[src/rtl/lpe_regs.svh]
`ifndef LPE_REGS_SVH
`define LPE_REGS_SVH

// Register byte addresses
`define LPE_ENABLE_ADDR     8'h00
`define LPE_CLKCFG_ADDR     8'h04
`define LPE_STATUS_ADDR     8'h08
`define LPE_PC1_ADDR        8'h0c
`define LPE_PC2_ADDR        8'h10
`define LPE_PC3_ADDR        8'h14
`define LPE_BRIGHT_ADDR     8'h18
`define LPE_PROG_BASE       8'h40
`define LPE_PROG_TOP        8'hff

// Enable and clock config register fields
`define LPE_EN_EXEC3_LSB    0
`define LPE_EN_EXEC2_LSB    2
`define LPE_EN_EXEC1_LSB    4
`define LPE_EN_LOG_BIT      6
`define LPE_CLK_INT_BIT     0
`define LPE_CLK_DET_BIT     1

// Reset values
`define LPE_ENABLE_RST      8'h00
`define LPE_CLKCFG_RST      2'h1
`define LPE_PROG_RST        16'h0000

// Timing
`define LPE_CORE_HZ         10000000
`define LPE_SLOW_HZ         32768
`define LPE_SLOW_DIV        (`LPE_CORE_HZ / `LPE_SLOW_HZ)
`define LPE_PRE_SHORT       16
`define LPE_PRE_LONG        512
`define LPE_CMD_TICKS       16

`endif

[src/rtl/lpe_pkg.sv]
package lpe_pkg;
    typedef enum logic [1:0] {
        EXEC_HOLD,
        EXEC_STEP,
        EXEC_RUN,
        EXEC_ONCE
    } lpe_exec_t;

    typedef enum logic [2:0] {
        OP_RAMP,
        OP_SET,
        OP_START,
        OP_BRANCH,
        OP_END,
        OP_TRIG
    } lpe_op_t;

    typedef struct packed {
        lpe_op_t    op;
        logic       prescale;
        logic [5:0] step_time;
        logic       down;
        logic [6:0] incr;
        logic [7:0] level;
        logic [5:0] loops;
        logic [3:0] target;
        logic       irq;
        logic       zero;
        logic [2:0] wait_mask;
        logic [2:0] send_mask;
    } lpe_cmd_t;
endpackage

[src/rtl/lpe_sequencer.sv]
// Operation
// - three engines, own memories, shared triggers
// - each engine drives 8-bit brightness
// - timing from 32.7 kHz slow timebase
// - zero step time means set; zero word start
// - ramp fields: prescale, step, direction, count
// - prescale divides by 16 or 512
// - each step changes brightness by one
// - increment plus one steps; zero waits
// - saturate at 0/255, finish step count
// - log select maps brightness to its square over 256, nonzero to at least 1
// - set loads brightness from bits 7:0
// - non-ramp commands take sixteen ticks
// - go-to-start clears program counter
// - memory resets to zero words
// - branch loads target, loop count field
// - loop count repeats; zero loops forever
// - nested loops keep independent state
// - end clears counter, sets hold
// - end int flag, cleared by status read
// - end reset bit zeroes brightness
// - trigger send 16 ticks, wait stalls
// - latched triggers, cleared on matched wait
// - trigger masks bits 9:7 and 3:1
// - program counter wraps 15 to 0
// - sixteen 16-bit words per engine
`timescale 1ns/1ps
`include "lpe_regs.svh"

module lpe_sequencer #(
    parameter int unsigned NUM_ENG   = 3,
    parameter int unsigned PROG_WORDS = 16,
    parameter int unsigned SLOW_DIV  = `LPE_SLOW_DIV
) (
    // Clock and reset
    input  wire logic        CORE_CLK,
    input  wire logic        RST,
    // Avalon-MM slave
    input  wire logic [7:0]  ADDRESS,
    input  wire logic        READ,
    input  wire logic        WRITE,
    input  wire logic [31:0] WRITEDATA,
    output logic [31:0]      READDATA,
    output logic             WAITREQUEST,
    // Timebase
    input  wire logic        SLOW_CLOCK_INPUT,
    // Engine outputs
    output logic [23:0]      BRIGHTNESS,
    output logic [2:0]       PROGRAM_END_FLAG
);
    if (NUM_ENG != 3 || PROG_WORDS != 16 || SLOW_DIV < 2 || SLOW_DIV > 65536) begin : g_bad_params
        $error("lpe_sequencer: unsupported parameters");
    end

    function automatic lpe_pkg::lpe_cmd_t decode(input logic [15:0] w);
        lpe_pkg::lpe_cmd_t c;
        c = '0;
        c.prescale  = w[14];
        c.step_time = w[13:8];
        c.down      = w[7];
        c.incr      = w[6:0];
        c.level     = w[7:0];
        c.loops     = w[12:7];
        c.target    = w[3:0];
        c.irq       = w[12];
        c.zero      = w[11];
        c.wait_mask = w[9:7];
        c.send_mask = w[3:1];
        if (w == 16'h0000)
            c.op = lpe_pkg::OP_START;
        else if (!w[15] && w[13:8] == 6'h00)
            c.op = lpe_pkg::OP_SET;
        else if (!w[15])
            c.op = lpe_pkg::OP_RAMP;
        else if (w[14:13] == 2'b01)
            c.op = lpe_pkg::OP_BRANCH;
        else if (w[14:13] == 2'b10)
            c.op = lpe_pkg::OP_END;
        else if (w[14:13] == 2'b11)
            c.op = lpe_pkg::OP_TRIG;
        else
            c.op = lpe_pkg::OP_START;
        return c;
    endfunction

    function automatic logic [7:0] log_map(input logic [7:0] v);
        logic [15:0] sq;
        sq = 16'(v) * 16'(v);
        if (v == 8'h00)
            return 8'h00;
        return (sq[15:8] == 8'h00) ? 8'h01 : sq[15:8];
    endfunction

    // Registers
    logic [7:0]  enable_q;
    logic [1:0]  clkcfg_q;
    logic [2:0]  status_q;
    logic [15:0] prog_q [NUM_ENG][PROG_WORDS];
    logic [3:0]  pc_q [NUM_ENG];
    logic [7:0]  bright_q [NUM_ENG];
    logic [2:0]  trig_q [NUM_ENG];
    logic        rd_done_q;

    logic        bus_wr;
    logic        bus_rd;
    logic        sel_prog;
    logic [1:0]  prog_eng;
    logic [3:0]  prog_idx;
    assign bus_wr   = WRITE && !READ;
    assign bus_rd   = READ && !WRITE && !rd_done_q;
    assign sel_prog = ADDRESS >= `LPE_PROG_BASE;
    assign prog_eng = 2'((ADDRESS - `LPE_PROG_BASE) >> 6);
    assign prog_idx = ADDRESS[5:2];

    // slow timebase: internal divider or external input
    logic [15:0] div_q;
    logic        ext_s1_q;
    logic        ext_s2_q;
    logic        ext_s3_q;
    logic        tick;
    always_ff @(posedge CORE_CLK or posedge RST) begin
        if (RST) begin
            div_q    <= 16'h0000;
            ext_s1_q <= 1'b0;
            ext_s2_q <= 1'b0;
            ext_s3_q <= 1'b0;
        end else begin
            div_q    <= (div_q == 16'(SLOW_DIV - 1)) ? 16'h0000 : div_q + 16'h0001;
            ext_s1_q <= SLOW_CLOCK_INPUT;
            ext_s2_q <= ext_s1_q;
            ext_s3_q <= ext_s2_q;
        end
    end
    assign tick = clkcfg_q[`LPE_CLK_INT_BIT] ? (div_q == 16'h0000) : (ext_s2_q && !ext_s3_q);

    // prescaler: free-running count of timebase ticks
    logic [8:0] pre_q;
    always_ff @(posedge CORE_CLK or posedge RST) begin
        if (RST)
            pre_q <= 9'h000;
        else if (tick)
            pre_q <= pre_q + 9'h001;
    end
    logic pre16;
    logic pre512;
    assign pre16  = tick && (pre_q[3:0] == 4'(`LPE_PRE_SHORT - 1));
    assign pre512 = tick && (pre_q == 9'(`LPE_PRE_LONG - 1));

    // Per-engine sequencer
    logic [2:0]  send_pulse [NUM_ENG];
    logic [2:0]  wait_clear [NUM_ENG];
    logic [2:0]  end_pulse;
    logic        exec_clr [NUM_ENG];

    genvar g;
    generate
        for (g = 0; g < NUM_ENG; g++) begin : g_eng
            typedef enum logic [1:0] { ST_IDLE, ST_EXEC, ST_WAITTRIG } lpe_st_t;
            lpe_st_t           st_q;
            lpe_pkg::lpe_cmd_t cmd_q;
            logic [5:0]        step_cnt_q;
            logic [6:0]        steps_left_q;
            logic [4:0]        fix_cnt_q;
            logic [5:0]        loop_q [PROG_WORDS];
            logic [1:0]        exec;
            logic              unit;
            lpe_pkg::lpe_cmd_t cur;
            logic              done;
            logic [3:0]        pc_next;

            assign exec = enable_q[`LPE_EN_EXEC1_LSB - 2*g +: 2];
            assign cur  = decode(prog_q[g][pc_q[g]]);
            assign unit = cmd_q.prescale ? pre512 : pre16;

            always_comb begin
                done    = 1'b0;
                pc_next = pc_q[g] + 4'h1;
                if (st_q == ST_EXEC) begin
                    case (cmd_q.op)
                        lpe_pkg::OP_RAMP:
                            done = unit && step_cnt_q == cmd_q.step_time - 6'h01 && steps_left_q == 7'h00;
                        default:
                            done = tick && fix_cnt_q == 5'(`LPE_CMD_TICKS - 2);
                    endcase
                end else if (st_q == ST_WAITTRIG) begin
                    // stall until all named triggers latched
                    done = tick && fix_cnt_q >= 5'(`LPE_CMD_TICKS - 2)
                           && (trig_q[g] & cmd_q.wait_mask) == cmd_q.wait_mask;
                end
                case (cmd_q.op)
                    lpe_pkg::OP_START,
                    lpe_pkg::OP_END:    pc_next = 4'h0;
                    lpe_pkg::OP_BRANCH:
                        if (cmd_q.loops == 6'h00 || loop_q[pc_q[g]] != cmd_q.loops)
                            pc_next = cmd_q.target;
                    default:            pc_next = pc_q[g] + 4'h1;
                endcase
            end

            assign send_pulse[g] = (done && cmd_q.op == lpe_pkg::OP_TRIG) ? cmd_q.send_mask : 3'h0;
            assign wait_clear[g] = (done && cmd_q.op == lpe_pkg::OP_TRIG) ? cmd_q.wait_mask : 3'h0;
            assign end_pulse[g]  = done && cmd_q.op == lpe_pkg::OP_END && cmd_q.irq;
            assign exec_clr[g]   = done && (cmd_q.op == lpe_pkg::OP_END || exec != lpe_pkg::EXEC_RUN);

            always_ff @(posedge CORE_CLK or posedge RST) begin
                if (RST) begin
                    st_q         <= ST_IDLE;
                    cmd_q        <= '0;
                    step_cnt_q   <= 6'h00;
                    steps_left_q <= 7'h00;
                    fix_cnt_q    <= 5'h00;
                    pc_q[g]      <= 4'h0;
                    bright_q[g]  <= 8'h00;
                    for (int i = 0; i < PROG_WORDS; i++)
                        loop_q[i] <= 6'h00;
                end else begin
                    case (st_q)
                        ST_IDLE: begin
                            if (exec != lpe_pkg::EXEC_HOLD && tick) begin
                                cmd_q        <= cur;
                                step_cnt_q   <= 6'h00;
                                steps_left_q <= cur.incr;
                                fix_cnt_q    <= 5'h00;
                                st_q         <= (cur.op == lpe_pkg::OP_TRIG && cur.wait_mask != 3'h0)
                                                ? ST_WAITTRIG : ST_EXEC;
                                if (cur.op == lpe_pkg::OP_SET)
                                    bright_q[g] <= cur.level;
                            end else if (bus_wr && !sel_prog && ADDRESS == 8'(`LPE_PC1_ADDR + 4*g)) begin
                                pc_q[g] <= WRITEDATA[3:0];
                            end
                        end
                        ST_EXEC,
                        ST_WAITTRIG: begin
                            if (tick && fix_cnt_q != 5'h1f)
                                fix_cnt_q <= fix_cnt_q + 5'h01;
                            if (st_q == ST_EXEC && cmd_q.op == lpe_pkg::OP_RAMP && unit) begin
                                if (step_cnt_q == cmd_q.step_time - 6'h01) begin
                                    step_cnt_q <= 6'h00;
                                    if (steps_left_q != 7'h00)
                                        steps_left_q <= steps_left_q - 7'h01;
                                    // one per step, saturating, zero incr waits
                                    if (cmd_q.incr != 7'h00) begin
                                        if (cmd_q.down && bright_q[g] != 8'h00)
                                            bright_q[g] <= bright_q[g] - 8'h01;
                                        else if (!cmd_q.down && bright_q[g] != 8'hff)
                                            bright_q[g] <= bright_q[g] + 8'h01;
                                    end
                                end else begin
                                    step_cnt_q <= step_cnt_q + 6'h01;
                                end
                            end
                            if (done) begin
                                st_q    <= ST_IDLE;
                                pc_q[g] <= pc_next;
                                if (cmd_q.op == lpe_pkg::OP_END && cmd_q.zero)
                                    bright_q[g] <= 8'h00;
                                if (cmd_q.op == lpe_pkg::OP_BRANCH && cmd_q.loops != 6'h00)
                                    loop_q[pc_q[g]] <= (loop_q[pc_q[g]] != cmd_q.loops)
                                                       ? loop_q[pc_q[g]] + 6'h01 : 6'h00;
                            end
                        end
                        default: st_q <= ST_IDLE;
                    endcase
                end
            end

            // latch incoming sends, clear on matched wait
            always_ff @(posedge CORE_CLK or posedge RST) begin
                if (RST)
                    trig_q[g] <= 3'h0;
                else
                    trig_q[g] <= (trig_q[g] & ~wait_clear[g])
                                 | {send_pulse[2][g], send_pulse[1][g], send_pulse[0][g]};
            end

            assign BRIGHTNESS[8*g +: 8] = enable_q[`LPE_EN_LOG_BIT] ? log_map(bright_q[g]) : bright_q[g];
        end
    endgenerate

    always_ff @(posedge CORE_CLK or posedge RST) begin
        if (RST) begin
            for (int e = 0; e < NUM_ENG; e++)
                for (int i = 0; i < PROG_WORDS; i++)
                    prog_q[e][i] <= `LPE_PROG_RST;
        end else if (bus_wr && sel_prog && prog_eng != 2'h3) begin
            prog_q[prog_eng][prog_idx] <= WRITEDATA[15:0];
        end
    end

    always_ff @(posedge CORE_CLK or posedge RST) begin
        if (RST) begin
            enable_q <= `LPE_ENABLE_RST;
            clkcfg_q <= `LPE_CLKCFG_RST;
        end else begin
            if (bus_wr && ADDRESS == `LPE_ENABLE_ADDR)
                enable_q <= WRITEDATA[7:0];
            else
                for (int e = 0; e < NUM_ENG; e++)
                    if (exec_clr[e])
                        enable_q[`LPE_EN_EXEC1_LSB - 2*e +: 2] <= 2'b00;
            if (bus_wr && ADDRESS == `LPE_CLKCFG_ADDR)
                clkcfg_q <= WRITEDATA[1:0];
        end
    end

    // sticky end flag, set wins over read clear
    always_ff @(posedge CORE_CLK or posedge RST) begin
        if (RST)
            status_q <= 3'h0;
        else if (bus_rd && ADDRESS == `LPE_STATUS_ADDR)
            status_q <= end_pulse;
        else
            status_q <= status_q | end_pulse;
    end
    assign PROGRAM_END_FLAG = status_q;

    // Bus answer: reads take one wait cycle
    always_ff @(posedge CORE_CLK or posedge RST) begin
        if (RST) begin
            rd_done_q <= 1'b0;
            READDATA  <= 32'h0000_0000;
        end else begin
            rd_done_q <= bus_rd;
            if (bus_rd) begin
                case (ADDRESS)
                    `LPE_ENABLE_ADDR: READDATA <= {24'h0, enable_q};
                    `LPE_CLKCFG_ADDR: READDATA <= {30'h0, clkcfg_q};
                    `LPE_STATUS_ADDR: READDATA <= {29'h0, status_q};
                    `LPE_PC1_ADDR:    READDATA <= {28'h0, pc_q[0]};
                    `LPE_PC2_ADDR:    READDATA <= {28'h0, pc_q[1]};
                    `LPE_PC3_ADDR:    READDATA <= {28'h0, pc_q[2]};
                    `LPE_BRIGHT_ADDR: READDATA <= {8'h0, bright_q[2], bright_q[1], bright_q[0]};
                    default:
                        READDATA <= (sel_prog && prog_eng != 2'h3) ? {16'h0, prog_q[prog_eng][prog_idx]} : 32'h0;
                endcase
            end
        end
    end
    assign WAITREQUEST = READ && !rd_done_q;
endmodule
[config.mk]
export PLATFORM = sky130hd
export DESIGN_NAME = lpe_sequencer
export DESIGN_NICKNAME = d
export VERILOG_FILES = /design/src/rtl/lpe_pkg.sv /design/src/rtl/lpe_sequencer.sv
export VERILOG_INCLUDE_DIRS = /design/src /design/src/rtl
export SDC_FILE = /design/constraint.sdc
export NUM_CORES = 2
export LEC_CHECK = 0
export BUFFER_PORTS_ARGS = -buffer_cell sky130_fd_sc_hd__buf_2
export CAP_MARGIN = 15
export CORE_MARGIN = 2
export CORE_UTILIZATION = 58
export CTS_CLUSTER_DIAMETER = 200
export DETAILED_ROUTE_END_ITERATION = 8
export PLACE_DENSITY = 0.77
export SETUP_SLACK_MARGIN = 0.4
export SYNTH_ARGS = -nofsm -noshare
export SYNTH_HDL_FRONTEND = slang
export SYNTH_SLANG_ARGS = --single-unit
[constraint.sdc]
create_clock -name CORE_CLK -period 44.4 [get_ports CORE_CLK]
set_clock_uncertainty 0.2 [all_clocks]
set_input_delay 6.66 -clock CORE_CLK [delete_from_list [all_inputs] [get_ports CORE_CLK]]
set_output_delay 6.66 -clock CORE_CLK [all_outputs]
set_load 0.01 [all_outputs]
==> results.tsv <==
metric	value	unit
worstHoldEndpoint	ext_s2_q	
port_buffers	80	
seqCellArea	32100	um2
rr_worst_depth	11	
die_area	127000	um2
cts_hold_buf	0	
cts_num_sinks	1281	
ys_seq_elements	1281	
gp_congestion	0.942	
setup_viol	0	
crit_arrival	7.06	ns
status	completed	
p_leak	36.6	nW
final_area	78600	um2
startpoint_type	input pin	
tightestPinTransition	1.28	ns
final.fill_count	8847	
multi_input_area	37800	um2
hold_path_startpoint	ext_s1_q	
clockBufferDepth	3	
setup_tns	0	ns
cp.required	37.54	ns
grt_use_total	0.310	
fp.dieH	357	um
rr_endpoint	bright_q[16]	
combPwrFrac	0.272	
worstHoldPathType	flop to flop	
cts_htree_levels	4	
ant_nets	0	
die_w	357	um
switchingPower	0.00121	W
post-cts-setup-buffer-count	0	
crit_chain	buf_2, nor2b_1, buf_2	
power.total	0.00356	W
cp_slowest_cell	nor2b_1	
finalCritPeriodShare	0.313	
cpMostUsedCell	buf_2	
syn_area	72300	um2
grt-busiest-layer	met2	
period_needed	13.92	ns
grt_pass1_vias	47960	
totalWireLength	195000	um
grt_pass1_wl	297000	um
crit_fanout	2	
cts_buffers	141	
post_cts.resized_instances	0	
yosysMostFrequentCell	dfrtp_1	
seq_power_share	0.393	
grt_use_met1	0.427	
worst-r2r-setup-slack	38.98	ns
wl_per_cell	27.5	um
met2_usage	0.473	
synth_largest_area_cell	dfrtp_1	
ir_drop	0.0000412	V
async_flop_share	1.00	
drive_above_1_share	0.391	
crit_type	input pin to primary output	
switching_share	0.340	
final_nets	5591	
clock_latency	0.80	ns
placed_cell_area	73900	um2
avgSynthCellArea	13.4	um2
place.detailed.hpwl	122000	um
cts_tree	yes	
cp-end-kind	primary output	
rows	129	
synth_edf_count	0	
grt_max_degree	200	
area_growth	8.76	%
yosys_warnings	0	
maxCapViolCount	0	
synthCells	5405	
drc	0	
placed_cells	6813	
vias_per_cell	6.83	
grt_antenna_before_repair	14	
finish.utilization	0.636	
max_freq	0.0719	GHz
ys.flop_type	dfrtp_1	
internal-power	0.00235	W
drt-initial-drc-count	5463	
clock_power_share	0.335	
synth_top_cell_area_share	0.443	
rsz0062_at_grt	false	
p_per_area	45.2	nW/um2
coreArea	124000	um2
synth_commonest_cells	1,280 x dfrtp_1, 1,123 x mux2_2, 549 x mux4_2, 315 x nand2_1, 282 x clkbuf_1	
max_stage_delay	0.16	ns
final-hold-violation-count	0	
hold_depth	0	
route.vias.total	48311	
io_pins	105	
grt_overflow	0	
dr.pass1.iters	7	
ys_top_cells_by_area	dfrtp_1 44%, mux2_2 17%, mux4_2 17%, ha_1 2.5%, fa_1 2.0%	
final-instance-count-excl-fill	7075	
r2r_start	pc_q[8]	
max-slew-margin-rel	0.138	
yosysSeqAreaShare	0.444	
synth.distinct_cells	84	
slew_viol_final	0	
clock-root-buffer	clkbuf_16	
use_met3	0.0859	
clkTransAtPathRegs	0.05	ns
initial_core_util	0.585	
[final cells by class]
type	instances	area share
diodes	3	0.0000955
clock buffers	208	0.0529
clock inverters	43	0.00651
inverters	204	0.00984
multi-input cells	3520	0.481
flip-flops and latches	1281	0.408
well taps	1637	0.0261
repair buffers	179	0.0151
[cells in the final DEF (no fill, tap or decap), drive strengths merged, types with 39 or more instances in the layout]
cell	instances
a21oi	74
and2	43
buf	179
clkbuf	208
dfrtp	1280
fa	72
ha	147
inv	202
mux2	1124
mux2i	61
mux4	549
nand2	315
nand3	84
nand4	39
nor2	228
nor3	59
o21ai	147
o22ai	43
xnor2	86
xor2	40
[power by group through the flow]
stage          clock network, W  logic [W]  registers, W
2_1_floorplan                 0   0.000767       0.00132
3_3_place_gp                  0   0.000932       0.00141
3_5_place_dp                  0   0.000949       0.00141
4_1_cts                 0.00120   0.000954       0.00139
5_1_grt                 0.00125    0.00104       0.00141
6_report                0.00119   0.000969       0.00140
[kinds of logic (layout without fill, tap and decap cells)]
group / count (synthesis) / count (layout) / synth area share
fa+ha+maj: 219 / 219 / 0.0454
other cells: 1 / 12 / 0.0000519
buf+inv: 612 / 634 / 0.0346
flops: 1281 / 1281 / 0.444
xor+xnor: 126 / 126 / 0.0153
compound gates: 505 / 505 / 0.0462
mux: 1734 / 1734 / 0.355
simple gates: 927 / 927 / 0.0603
[registers in the layout (all words and copies together), names as in the netlist, 2 cells and up]
signal,flops
clkcfg_q,2
g_eng.loop_q,288
div_q,16
prog_q,768
PROGRAM_END_FLAG,3
g_eng.st_q,6
enable_q,8
g_eng.cmd_q,54
READDATA,24
g_eng.steps_left_q,21
trig_q,9
bright_q,24
g_eng.step_cnt_q,18
pre_q,9
g_eng.fix_cnt_q,15
pc_q,12
[layer usage]
| layer | wire length [um] | part of all wire |
|---|---|---|
| met4 | 7600 | 0.039 |
| met5 | 90 | 0.00046 |
| met3 | 20100 | 0.10 |
| met2 | 89600 | 0.46 |
| met1 | 77100 | 0.40 |
[worst max-delay path: cells and delay by family]
| kind | cells | cell delay, ns |
|---|---|---|
| and+or+nand+nor | 1 | 0.16 |
| buffers and inverters | 2 | 0.24 |
[metrics by stage]
| stage | worst slack, ns | hold slack (ns) |
|---|---|---|
| 2_1_floorplan | 1.44 | 0.131 |
| 3_3_place_gp | 30.51 | 0.145 |
| 3_5_place_dp | 30.47 | 0.143 |
| 4_1_cts | 30.47 | 0.158 |
| 5_1_grt | 30.44 | 0.163 |
| 6_report | 30.48 | 0.155 |
[worst max path at each step]
| stage | slack (ns) | to | cells after the start | startpoint |
|---|---|---|---|---|
| after floorplan | 1.44 | PROGRAM_END_FLAG[0] | 1 | RST |
| after global placement | 30.51 | WAITREQUEST | 3 | READ |
| after detailed placement | 30.47 | WAITREQUEST | 3 | READ |
| after CTS | 30.47 | WAITREQUEST | 3 | READ |
| after global routing | 30.44 | WAITREQUEST | 3 | READ |
| final | 30.48 | WAITREQUEST | 3 | READ |
Note: power is estimated with default switching activity, not from simulation.
